--- config.mk ---
export PLATFORM = sky130hd
export DESIGN_NAME = cocr_charger_config
export DESIGN_NICKNAME = d
export VERILOG_FILES = /design/src/hw/cocr_pkg.sv /design/src/hw/cocr_deglitch.sv /design/src/hw/cocr_charger_config.sv
export SDC_FILE = /design/constraint.sdc
export NUM_CORES = 1
export LEC_CHECK = 0
export ABC_AREA = 1
export BUFFER_PORTS_ARGS = -buffer_cell sky130_fd_sc_hd__clkbuf_2
export CORE_UTILIZATION = 60
export DETAILED_ROUTE_END_ITERATION = 10
export PLACE_DENSITY = 0.88
export SYNTH_ARGS = -nofsm -noshare
export SYNTH_HDL_FRONTEND = slang
export SYNTH_SLANG_ARGS = --single-unit
export TNS_END_PERCENT = 20
--- constraint.sdc ---
create_clock -name clk -period 3.1 [get_ports clk]
set_clock_uncertainty 0.05 [all_clocks]
set_input_delay 0.465 -clock clk [delete_from_list [all_inputs] [get_ports clk]]
set_output_delay 0.465 -clock clk [all_outputs]
set_load 0.02 [all_outputs]
--- src/hw/cocr_pkg.sv ---
// Package: constants of the second charger configuration register block
package cocr_pkg;

  // Core clock rate
  localparam longint unsigned CLK_HZ = 64'd40_000_000;

  // Register command address and layout
  localparam logic [7:0] CFG2_ADDR = 8'h30;
  localparam logic [15:0] CFG2_RESET = 16'h0211;
  localparam logic [7:0] LOWPWR_MODE_REG_ADDR = 8'h12;
  localparam int LOWPWR_MODE_BIT = 15;

  // Field positions
  localparam int BATT_MON_EN_BIT = 15;
  localparam int ALERT_SEL_HI = 14;
  localparam int ALERT_SEL_LO = 13;
  localparam int SYS_PWR_EN_BIT = 12;
  localparam int IN_SHUNT_BIT = 11;
  localparam int CHG_SHUNT_BIT = 10;
  localparam int PWR_GAIN_BIT = 9;
  localparam int LIMIT_PIN_FN_BIT = 8;
  localparam int COMPARATOR_REFERENCE_SELECT_BIT = 7;
  localparam int COMPARATOR_POLARITY_BIT = 6;
  localparam int COMPARATOR_DEGLITCH_SELECT_HI = 5;
  localparam int COMPARATOR_DEGLITCH_SELECT_LO = 4;
  localparam int SHUTOFF_EN_BIT = 3;
  localparam int PASSTHRU_EN_BIT = 2;
  localparam int SHIP_DCHG_BIT = 1;
  localparam int AUTO_WAKE_BIT = 0;

  // Field codes
  localparam logic [1:0] ALERT_SYS_RAIL = 2'h2;
  localparam logic [1:0] DEG_OFF = 2'h0;
  localparam logic [1:0] DEG_SHORT = 2'h1;
  localparam logic [1:0] DEG_MID = 2'h2;

  // Times in their own units
  localparam longint unsigned DEG_SHORT_US = 64'd1;
  localparam longint unsigned DEG_MID_MS = 64'd2;
  localparam longint unsigned DEG_LONG_S = 64'd5;
  localparam longint unsigned SHIP_DCHG_MS = 64'd140;
  localparam longint unsigned WAKE_CHG_MIN = 64'd30;

  // Cycle counts derived from the clock rate
  localparam longint unsigned DEG_SHORT_CYC = DEG_SHORT_US * CLK_HZ / 64'd1_000_000;
  localparam longint unsigned DEG_MID_CYC = DEG_MID_MS * CLK_HZ / 64'd1_000;
  localparam longint unsigned DEG_LONG_CYC = DEG_LONG_S * CLK_HZ;
  localparam longint unsigned SHIP_DCHG_CYC = SHIP_DCHG_MS * CLK_HZ / 64'd1_000;
  localparam longint unsigned WAKE_CHG_CYC = WAKE_CHG_MIN * 64'd60 * CLK_HZ;

  // Counter widths
  localparam int DEG_CNT_W = 28;
  localparam int SHIP_CNT_W = 23;
  localparam int WAKE_CNT_W = 37;

endpackage

--- src/hw/cocr_deglitch.sv ---
// Comparator output filter: delays only the high-to-low edge
`timescale 1ns/100ps
`default_nettype none
module cocr_deglitch
  import cocr_pkg::*;
#(
  parameter logic [DEG_CNT_W-1:0] MID_CYC = DEG_CNT_W'(DEG_MID_CYC),
  parameter logic [DEG_CNT_W-1:0] LONG_CYC = DEG_CNT_W'(DEG_LONG_CYC)
) (
  // Clock and reset
  input wire logic clk,
  input wire logic rst_n,
  // Raw comparator output level and filter setup
  input wire logic rawHigh,
  input wire logic [1:0] degSel,
  // Filtered output level
  output logic filtHigh
);

  localparam logic [DEG_CNT_W-1:0] SHORT_CYC = DEG_CNT_W'(DEG_SHORT_CYC);
  localparam logic [DEG_CNT_W-1:0] ONE = DEG_CNT_W'(1);

  logic filtHigh_reg, filtHigh_next; // Filtered level
  logic [DEG_CNT_W-1:0] cnt_reg, cnt_next; // Low-time counter
  logic [DEG_CNT_W-1:0] limit; // Selected deglitch length

  // Pick the low-going deglitch length from the select code
  always_comb begin
    unique case (degSel)
      DEG_SHORT: limit = SHORT_CYC;
      DEG_MID: limit = MID_CYC;
      default: limit = LONG_CYC;
    endcase
  end

  // Rising edges pass at once, falling edges wait out the count
  always_comb begin
    filtHigh_next = filtHigh_reg;
    cnt_next = '0;
    if (degSel == DEG_OFF || rawHigh) begin
      filtHigh_next = 1'b1;
    end else if (filtHigh_reg) begin
      if (cnt_reg >= limit - ONE) begin
        filtHigh_next = 1'b0;
      end else begin
        cnt_next = cnt_reg + ONE;
      end
    end
  end

  // Register the filter state
  always_ff @(posedge clk) begin
    if (!rst_n) begin
      filtHigh_reg <= 1'b1;
      cnt_reg <= '0;
    end else begin
      filtHigh_reg <= filtHigh_next;
      cnt_reg <= cnt_next;
    end
  end

  assign filtHigh = filtHigh_reg;

endmodule
`default_nettype wire

--- src/hw/cocr_charger_config.sv ---
// Second charger configuration register and the logic it steers
`timescale 1ns/100ps
`default_nettype none
module cocr_charger_config
  import cocr_pkg::*;
#(
  parameter logic [DEG_CNT_W-1:0] DEG_MID_CYCLES = DEG_CNT_W'(DEG_MID_CYC),
  parameter logic [DEG_CNT_W-1:0] DEG_LONG_CYCLES = DEG_CNT_W'(DEG_LONG_CYC),
  parameter logic [SHIP_CNT_W-1:0] SHIP_CYCLES = SHIP_CNT_W'(SHIP_DCHG_CYC),
  parameter logic [WAKE_CNT_W-1:0] WAKE_CYCLES = WAKE_CNT_W'(WAKE_CHG_CYC)
) (
  // Clock and reset
  input wire logic clk,
  input wire logic rst_n,
  // Decoded register command port
  input wire logic [7:0] cmdAddr,
  input wire logic wrStrobe,
  input wire logic [15:0] wrData,
  input wire logic rdStrobe,
  output logic [15:0] rdData,
  output logic addrHit,
  // Low-power mode bit of the first configuration register
  input wire logic lowPowerMode,
  // Asynchronous status inputs from pins and analog
  input wire logic current_limit_highz_pin,
  input wire logic comparatorAboveThreshold,
  input wire logic batteryBelowMinSys,
  input wire logic supplyGoodRaw,
  // Monitor and sensing controls
  output logic battCurrentMonitorEn,
  output logic systemPowerMonitorEn,
  output logic lowpowerThrottleAlertEn,
  output logic inputShuntSel,
  output logic chargeShuntSel,
  output logic powerMonitorGain,
  // Comparator controls and output
  output logic comparatorReferenceSel,
  output logic comparatorEnable,
  output logic comparator_output_pin,
  // Power path controls
  output logic inputSwitchForceOff,
  output logic outputSwitchForceOff,
  output logic supply_good_output,
  output logic passThroughActive,
  output logic highImpedanceActive,
  output logic shippingDischargeActive,
  output logic autoWakeChargeEn
);

  // Three-stage input synchroniser with agreement filter
  localparam int NSYNC = 3;
  // Idle levels: supply good high, comparator below, limit pin high
  localparam logic [NSYNC-1:0] SYNC_IDLE = 3'h5;
  logic [NSYNC-1:0] asyncIn; // Raw asynchronous inputs
  logic [NSYNC-1:0] syncA_reg, syncB_reg, syncC_reg; // Sync stages
  logic [NSYNC-1:0] syncOut_reg, syncOut_next; // Accepted levels
  logic limitPinLow; // Limit pin held low
  logic cmpAbove; // Comparator input above threshold
  logic battLow; // Battery below minimum system voltage

  // Register and timers
  logic [15:0] cfg_reg, cfg_next; // Configuration register
  logic [SHIP_CNT_W-1:0] shipCnt_reg, shipCnt_next; // Discharge timer
  logic [WAKE_CNT_W-1:0] wakeCnt_reg, wakeCnt_next; // Wake charge timer
  logic wakeDone_reg, wakeDone_next; // Wake charge time used up
  logic wakeSeenLow_reg, wakeSeenLow_next; // Battery seen low, wake armed
  logic latchOff_reg, latchOff_next; // Forced shutoff latch
  logic [15:0] rdData_reg, rdData_next; // Read data register
  logic cmpRawHigh; // Unfiltered comparator output
  logic cmpFiltHigh; // Deglitched comparator output
  logic cmpTrip; // Comparator tripped
  logic hostWrite; // Host write to this register
  logic shipExpire; // Discharge time elapsed
  logic wakeEnd; // Battery recovered during wake charge

  // Decode a command address against this register
  function automatic logic isCfgAddr(input logic [7:0] addr);
    isCfgAddr = (addr == CFG2_ADDR);
  endfunction

  assign asyncIn = {supplyGoodRaw, comparatorAboveThreshold,
                    current_limit_highz_pin};

  // Accept a new input level once stages two and three agree
  always_comb begin
    syncOut_next = syncOut_reg;
    for (int i = 0; i < NSYNC; i++) begin
      if (syncB_reg[i] == syncC_reg[i]) begin
        syncOut_next[i] = syncC_reg[i];
      end
    end
  end

  // Synchroniser flops, batteryBelowMinSys handled below
  // Stages reset to the idle levels, so release shows no false edge
  always_ff @(posedge clk) begin
    if (!rst_n) begin
      syncA_reg <= SYNC_IDLE;
      syncB_reg <= SYNC_IDLE;
      syncC_reg <= SYNC_IDLE;
      syncOut_reg <= SYNC_IDLE;
    end else begin
      syncA_reg <= asyncIn;
      syncB_reg <= syncA_reg;
      syncC_reg <= syncB_reg;
      syncOut_reg <= syncOut_next;
    end
  end

  // Separate synchroniser for the battery level input
  logic battA_reg, battB_reg, battC_reg, battOut_reg, battOut_next;

  // Accept the battery level when stages two and three agree
  always_comb begin
    battOut_next = (battB_reg == battC_reg) ? battC_reg : battOut_reg;
  end

  // Battery level synchroniser flops
  always_ff @(posedge clk) begin
    if (!rst_n) begin
      battA_reg <= 1'b0;
      battB_reg <= 1'b0;
      battC_reg <= 1'b0;
      battOut_reg <= 1'b0;
    end else begin
      battA_reg <= batteryBelowMinSys;
      battB_reg <= battA_reg;
      battC_reg <= battB_reg;
      battOut_reg <= battOut_next;
    end
  end

  assign limitPinLow = ~syncOut_reg[0];
  assign cmpAbove = syncOut_reg[1];
  assign battLow = battOut_reg;

  // Comparator raw output level per polarity
  always_comb begin
    if (cfg_reg[COMPARATOR_POLARITY_BIT]) begin
      cmpRawHigh = cmpAbove; // low when below threshold
    end else begin
      cmpRawHigh = ~cmpAbove; // low when above threshold
    end
  end

  // Falling-edge deglitch of the comparator output
  cocr_deglitch #(
    .MID_CYC(DEG_MID_CYCLES),
    .LONG_CYC(DEG_LONG_CYCLES)
  ) u_deglitch (
    .clk(clk),
    .rst_n(rst_n),
    .rawHigh(cmpRawHigh),
    .degSel(cfg_reg[COMPARATOR_DEGLITCH_SELECT_HI:COMPARATOR_DEGLITCH_SELECT_LO]),
    .filtHigh(cmpFiltHigh)
  );

  // A disabled comparator never trips
  assign cmpTrip = comparatorEnable & ~cmpFiltHigh;

  // Host write to this register; discharge ends after its full count
  assign hostWrite = wrStrobe & isCfgAddr(cmdAddr);
  assign shipExpire = cfg_reg[SHIP_DCHG_BIT] &&
                      (shipCnt_reg >= SHIP_CYCLES - SHIP_CNT_W'(1));
  // Battery recovered after it was seen low with the wake bit armed
  assign wakeEnd = cfg_reg[AUTO_WAKE_BIT] & ~battLow & wakeSeenLow_reg;

  // Register next value: host writes win over hardware clears
  always_comb begin
    cfg_next = cfg_reg;
    if (shipExpire) begin
      cfg_next[SHIP_DCHG_BIT] = 1'b0;
    end
    if (wakeEnd) begin
      cfg_next[AUTO_WAKE_BIT] = 1'b0;
    end
    if (hostWrite) begin
      cfg_next = wrData; // all codes stored
    end
  end

  // Shipping discharge and wake charge timers
  always_comb begin
    shipCnt_next = '0;
    wakeCnt_next = wakeCnt_reg;
    wakeDone_next = wakeDone_reg;
    if (cfg_reg[SHIP_DCHG_BIT] && !shipExpire) begin
      shipCnt_next = shipCnt_reg + SHIP_CNT_W'(1);
    end
    if (!cfg_reg[AUTO_WAKE_BIT] || !battLow) begin
      wakeCnt_next = '0;
      wakeDone_next = 1'b0;
    end else if (!wakeDone_reg) begin
      if (wakeCnt_reg >= WAKE_CYCLES - WAKE_CNT_W'(1)) begin
        wakeDone_next = 1'b1; // charge limited in time
      end else begin
        wakeCnt_next = wakeCnt_reg + WAKE_CNT_W'(1);
      end
    end
  end

  // Remember that the battery was low while wake charge was armed
  always_comb begin
    wakeSeenLow_next = 1'b0;
    if (cfg_reg[AUTO_WAKE_BIT] && battLow) begin
      wakeSeenLow_next = 1'b1;
    end
  end

  // Forced shutoff latch, released when the host clears the enable
  always_comb begin
    latchOff_next = latchOff_reg;
    if (!cfg_reg[SHUTOFF_EN_BIT]) begin
      latchOff_next = 1'b0;
    end
    if (cfg_reg[SHUTOFF_EN_BIT] && cmpTrip) begin
      latchOff_next = 1'b1;
    end
  end

  // Read data: register on a hit, zero for other addresses
  always_comb begin
    rdData_next = rdData_reg;
    if (rdStrobe) begin
      rdData_next = isCfgAddr(cmdAddr) ? cfg_reg : 16'h0000;
    end
  end

  // State registers
  always_ff @(posedge clk) begin
    if (!rst_n) begin
      cfg_reg <= CFG2_RESET;
      shipCnt_reg <= '0;
      wakeCnt_reg <= '0;
      wakeDone_reg <= 1'b0;
      wakeSeenLow_reg <= 1'b0;
      latchOff_reg <= 1'b0;
      rdData_reg <= 16'h0000;
    end else begin
      cfg_reg <= cfg_next;
      shipCnt_reg <= shipCnt_next;
      wakeCnt_reg <= wakeCnt_next;
      wakeDone_reg <= wakeDone_next;
      wakeSeenLow_reg <= wakeSeenLow_next;
      latchOff_reg <= latchOff_next;
      rdData_reg <= rdData_next;
    end
  end

  // Register port outputs
  assign rdData = rdData_reg;
  assign addrHit = isCfgAddr(cmdAddr) & (rdStrobe | wrStrobe);

  // Monitor controls; only the two monitor enables gated by low-power mode
  assign battCurrentMonitorEn = cfg_reg[BATT_MON_EN_BIT] & ~lowPowerMode;
  assign systemPowerMonitorEn = cfg_reg[SYS_PWR_EN_BIT] & ~lowPowerMode;
  assign lowpowerThrottleAlertEn =
    (cfg_reg[ALERT_SEL_HI:ALERT_SEL_LO] == ALERT_SYS_RAIL);
  assign inputShuntSel = cfg_reg[IN_SHUNT_BIT];
  assign chargeShuntSel = cfg_reg[CHG_SHUNT_BIT];
  assign powerMonitorGain = cfg_reg[PWR_GAIN_BIT];

  // Comparator controls
  assign comparatorReferenceSel = cfg_reg[COMPARATOR_REFERENCE_SELECT_BIT];
  assign comparatorEnable = (cfg_reg[COMPARATOR_DEGLITCH_SELECT_HI:COMPARATOR_DEGLITCH_SELECT_LO] != DEG_OFF);
  assign comparator_output_pin = cmpFiltHigh;

  // Power path: shutoff latch and limit pin function
  assign inputSwitchForceOff = latchOff_reg;
  assign outputSwitchForceOff = latchOff_reg;
  assign supply_good_output = syncOut_reg[2] & ~latchOff_reg;
  assign passThroughActive = cfg_reg[PASSTHRU_EN_BIT] |
    (limitPinLow & cfg_reg[LIMIT_PIN_FN_BIT]);
  assign highImpedanceActive = limitPinLow & ~cfg_reg[LIMIT_PIN_FN_BIT];

  // Shipping discharge and wake charge
  assign shippingDischargeActive = cfg_reg[SHIP_DCHG_BIT];
  assign autoWakeChargeEn = cfg_reg[AUTO_WAKE_BIT] & battLow &
                            ~wakeDone_reg;

endmodule
`default_nettype wire

==> results of run 1 <==
==> routing by layer <==
layer  vias up  track usage  wire length, µm
li1       3819            -                -
met3        49      0.06227              890
met4         0       0.1080              408
met1      3388       0.3442             8054
met2       216       0.4757             8950
met5         -            0                0
==> Yosys cell counts (all sizes together) (14+ instances only) <==
library cell	instances
a21oi	50
clkbuf	17
dfxtp	140
ha	31
inv	195
nand2	263
nand3	81
nand4	25
nor2	191
nor3	38
o21ai	30
o22ai	14
xor2	31
==> power breakdown <==
part           switching [mW]  internal (mW)  total [mW]
Clock                   0.873           1.14        2.01
Combinational          0.0405         0.0265      0.0671
Sequential            0.00306           1.81        1.81
Total                   0.916           2.97        3.89
==> worst paths after layout <==
| check | from | cells after the start | end |
|---|---|---|---|
| max reg2reg | cfg_reg[4]$_SDFFE_PN1P_ | 13 | u_deglitch.cnt_reg[6]$_SDFF_PP0_ |
| min reg2reg | syncA_reg[1]$_SDFF_PN0_ | 2 | syncB_reg[1]$_SDFF_PN0_ |
| max | cfg_reg[4]$_SDFFE_PN1P_ | 13 | u_deglitch.cnt_reg[6]$_SDFF_PP0_ |
| min | current_limit_highz_pin | 2 | syncA_reg[0]$_SDFF_PN1_ |
==> kinds of logic after synthesis <==
logic type,count (synthesis)
xor gates and xnor gates,40
buffers and inverters,225
adders and majority gates,31
DFF,140
AOI/OAI and AO/OA,100
other,1
and+or+nand+nor,636
==> cell type report <==
| type | instances | area (µm²) |
|---|---|---|
| Fill cell | 1049 | 3789 |
| Sequential cell | 140 | 2803 |
| Clock inverter | 15 | 152.6 |
| Multi-Input combinational cell | 812 | 4215 |
| Inverter | 195 | 732.0 |
| Clock buffer | 17 | 425.4 |
| Tap cell | 172 | 215.2 |
| Timing Repair Buffer | 72 | 390.4 |
==> through the flow <==
step / worst slack, ps / hold WS (ps) / util / cell area (µm²) / total power [mW]
2_1_floorplan: 809.0 / 340.5 / - / 7905 / 1.883
3_3_place_gp: 544.9 / 343.5 / 0.6568 / 8356 / 1.912
3_5_place_dp: 486.3 / 352.1 / 0.6568 / 8356 / 1.914
4_1_cts: 392.6 / 167.0 / 0.7022 / 8934 / 3.901
5_1_grt: 163.2 / 173.9 / 0.7022 / 8934 / 3.991
6_report: 351.5 / 173.9 / 0.7022 / 8934 / 3.886
==> critical path, cell delays in order (launching register included) <==
cell,delay [ps]
dfxtp_1,380
inv_1,110
ha_1,510
ha_1,390
nand2_1,70
o21ai_0,160
nand2_1,70
nand3_1,90
nand2_1,60
nand2_1,60
nand2_1,40
nand2_1,360
buf_12,210
nor2_1,50
==> flow_summary.toml, run 1 <==
[synth]
ys_types = 42
syn-cell-area_um2 = 7890
synth_cells = 1173
synthAdderAreaFrac = 0.04916
synth-edff-count = 0
synth.yosys.warnings = 0
synth_top_flop_cell = "dfxtp_1"
synthXorXnorAreaFrac = 0.04440
synth_top_cell_area_share = 0.3552
yosys.area.top_type = "dfxtp_1"
muxShareOfSynthArea = 0
yosysSeqAreaShare = 0.3552
yosys.area_share.simple = 0.3685
synth_area_leaders = "dfxtp_1 36%, nand2_1 12%, inv_1 8.6%"
synth_area_per_cell_um2 = 6.726
synth_top_family_by_area = "simple AND/OR/NAND/NOR gates"
ys_async_sr_fraction = 0
synth_compound_area_frac = 0.06914
synth.ff_latch_count = 140

[global_route]
grt_pass1_wl_um = 30040
track_usage = 0.2796
grt-ovfl-total = 0
antenna_found_initial = 0
grt_max_degree = 52
grt_pass1_vias = 6785

[routing]
drtIter0Drc = 608
postRouteAntennaNets = 0
wl_um = 18300
drc = 0
viasPerCell = 5.251
wire_per_inst_um = 12.86
via_count = 7472
firstDrtPassIters = 5

[cts]
numClockSinks = 140
tritoncts = "yes"
clkTransAtPathRegs_ps = 60
clock_latency_ps = 430
numCtsBuffers = 17
htree_levels = 4
post_cts_buffers = 0
hold_buffers = 0
clockBufferDepth = 2
post_cts_resized = 0
root_buffer = "clkbuf_16"

[power]
power.leakage_nw = 3.519
power_density_nw_per_um2 = 434.9
ir_drop_uv = 355.8

[place]
dp_cells = 1391
io_buffers = 65
hpwl_um = 12740
gpl.final_weighted_congestion = 0.9723

[worst_setup_path]
crit_fanout = 19
worst-endpoint-required_ps = 3360
r2r_slack_ps = 350
critical_path_arrival_ps = 3010
worstSetupEndpointType = "flop"
startpoint_type = "flop"
path_class = "flop to flop"

[finish]
syn2layout_area_growth_pct = 13.23
finalNetCount = 1302
instances_no_fill = 1423
final_common_cell = "nand2_1"
drive_gt1_frac = 0.1391
antennaDiodeCount = 0
largest_reg_flops = 37
final_cell_mix = "254 x nand2_1, 181 x inv_1, 168 x nor2_1"

[floorplan]
initial_core_util = 0.6202
io_pins = 66
die_w_um = 116.7
die_h_um = 116.7
row_count = 41
coreArea_um2 = 12720
die_area_um2 = 13610

[timing]
rsz0062_at_grt = "false"
maxSlewHeadroom = 0.4882
fmax_mhz = 363.8
fin_crit_sh = 0.8866
finalCriticalPeriod_ps = 2748
worst-slew-pin-transition_ps = 766.6
slew_viol_final = 0
setup_tns_ps = 0
setup_viol = 0
hold_violations = 0

[hold_path]
hp-class = "primary input to flop"

[flow_run]
maxCapViolations = 0

[outcome]
outcome = "finished, final reports clean"
Power figures use the tool's default switching activity.
==> inputs of run 2 (changes only) <==
--- a/config.mk
+++ b/config.mk
@@ -9,7 +9,7 @@
 export BUFFER_PORTS_ARGS = -buffer_cell sky130_fd_sc_hd__clkbuf_2
 export CORE_UTILIZATION = 60
 export DETAILED_ROUTE_END_ITERATION = 10
-export PLACE_DENSITY = 0.88
+export PLACE_DENSITY_LB_ADDON = 0.3
 export SYNTH_ARGS = -nofsm -noshare
 export SYNTH_HDL_FRONTEND = slang
 export SYNTH_SLANG_ARGS = --single-unit
==> flow_summary.toml, run 2 (same netlist as run 1, synthesis figures left out) <==
[routing]
drc = 0
drtIter0Drc = 560
via_count = 7370
viasPerCell = 5.183
wire_per_inst_um = 12.55
wl_um = 17840
postRouteAntennaNets = 0
firstDrtPassIters = 5

[worst_setup_path]
slowest_stage = "ha_1"
worstSetupEndpointType = "flop"
path_class = "flop to flop"
critical_path_arrival_ps = 2730
r2r_slack_ps = 620
cpMostUsedCell = "nand2_1"
startpoint_type = "flop"
crit_chain = "inv_1 -> ha_1 -> ha_1 -> nand2_1 -> inv_1 -> nand3_1 -> nor3_1 -> nand2_1 -> nand2_1 -> nand2_1 -> nand2_1 -> buf_4 -> a21oi_1"
crit_fanout = 29
slowest_delay_ps = 490
worst-endpoint-required_ps = 3350

[global_route]
grt_pass1_vias = 6485
antenna_found_initial = 0
track_usage = 0.2694
grt_pass1_wl_um = 28840
grt-ovfl-total = 0
grt_max_degree = 52

[outcome]
outcome = "finished, final reports clean"

[power]
power_density_nw_per_um2 = 425.2
ir_drop_uv = 335.6
power.leakage_nw = 3.486

[finish]
fill_cells = 1117
largest_reg_flops = 37
drive_gt1_frac = 0.1368
syn2layout_area_growth_pct = 12.75
antennaDiodeCount = 0
final_common_cell = "nand2_1"
final_cell_mix = "254 x nand2_1, 181 x inv_1, 168 x nor2_1"
instances_no_fill = 1422
finalNetCount = 1302

[timing]
setup_viol = 0
finalCriticalPeriod_ps = 2478
fmax_mhz = 403.5
setup_tns_ps = 0
worst-slew-pin-transition_ps = 749.4
maxSlewHeadroom = 0.4997
slew_viol_final = 0
fin_crit_sh = 0.7995
hold_violations = 0
rsz0062_at_grt = "false"

[floorplan]
initial_core_util = 0.6202
die_area_um2 = 13610
io_pins = 66
die_w_um = 116.7
die_h_um = 116.7
coreArea_um2 = 12720
row_count = 41

[cts]
clock_latency_ps = 430
clkTransAtPathRegs_ps = 60
numClockSinks = 140
tritoncts = "yes"
numCtsBuffers = 17
root_buffer = "clkbuf_16"
hold_buffers = 0
clockBufferDepth = 2
post_cts_resized = 0
htree_levels = 4
post_cts_buffers = 0

[place]
gpl.final_weighted_congestion = 0.8858
hpwl_um = 12710
io_buffers = 65
dp_cells = 1391

[hold_path]
hp-class = "primary input to flop"

[flow_run]
maxCapViolations = 0
[run 2: critical path, delay by kind of cell, from the launching register on]
kind / cells / cell delay (ps)
buf+inv: 3 / 460
fa+ha+maj: 2 / 870
flops: 1 / 350
simple gates: 7 / 540
compound gates: 1 / 90
[run 2: routing by layer]
metal  GRT usage  share of wire
met5           0              0
met4     0.09283          0.016
met3     0.06227          0.043
met2      0.4465           0.49
met1      0.3443           0.46
[run 2: cell type report]
class                   count  area (µm²)  area share
multi-input cells         812        4215      0.4738
inverters                 195       732.0     0.08228
repair buffers             72       377.9     0.04248
flip-flops and latches    140        2803      0.3150
clock buffers              21       460.4     0.05176
clock inverters            10       92.59     0.01041
well taps                 172       215.2     0.02419
[run 2: where the power goes]
group          switching, mW  internal (mW)
clock network          0.770           1.14
logic                 0.0391         0.0255
registers            0.00351           1.81
[run 2: path summary, 6_finish.rpt]
check / end / from / cells past startpoint
max: u_deglitch.cnt_reg[18]$_SDFF_PP0_ / cfg_reg[4]$_SDFFE_PN1P_ / 13
max reg2reg: u_deglitch.cnt_reg[18]$_SDFF_PP0_ / cfg_reg[4]$_SDFFE_PN1P_ / 13
min: syncA_reg[1]$_SDFF_PN0_ / comparatorAboveThreshold / 3
min reg2reg: battB_reg$_SDFF_PN0_ / battA_reg$_SDFF_PN0_ / 2
[run 2: per-stage QoR]
step	util	setup WS [ps]	total power [mW]	hold WS [ps]	cell area [µm²]
4_1_cts	0.6993	604.8	3.809	157.9	8896
5_1_grt	0.6993	298.2	3.891	174.7	8896
2_1_floorplan	-	809.0	1.883	340.5	7905
3_5_place_dp	0.6558	627.1	1.913	349.4	8343
3_3_place_gp	0.6558	681.4	1.912	343.7	8343
6_report	0.6993	621.7	3.782	174.8	8896
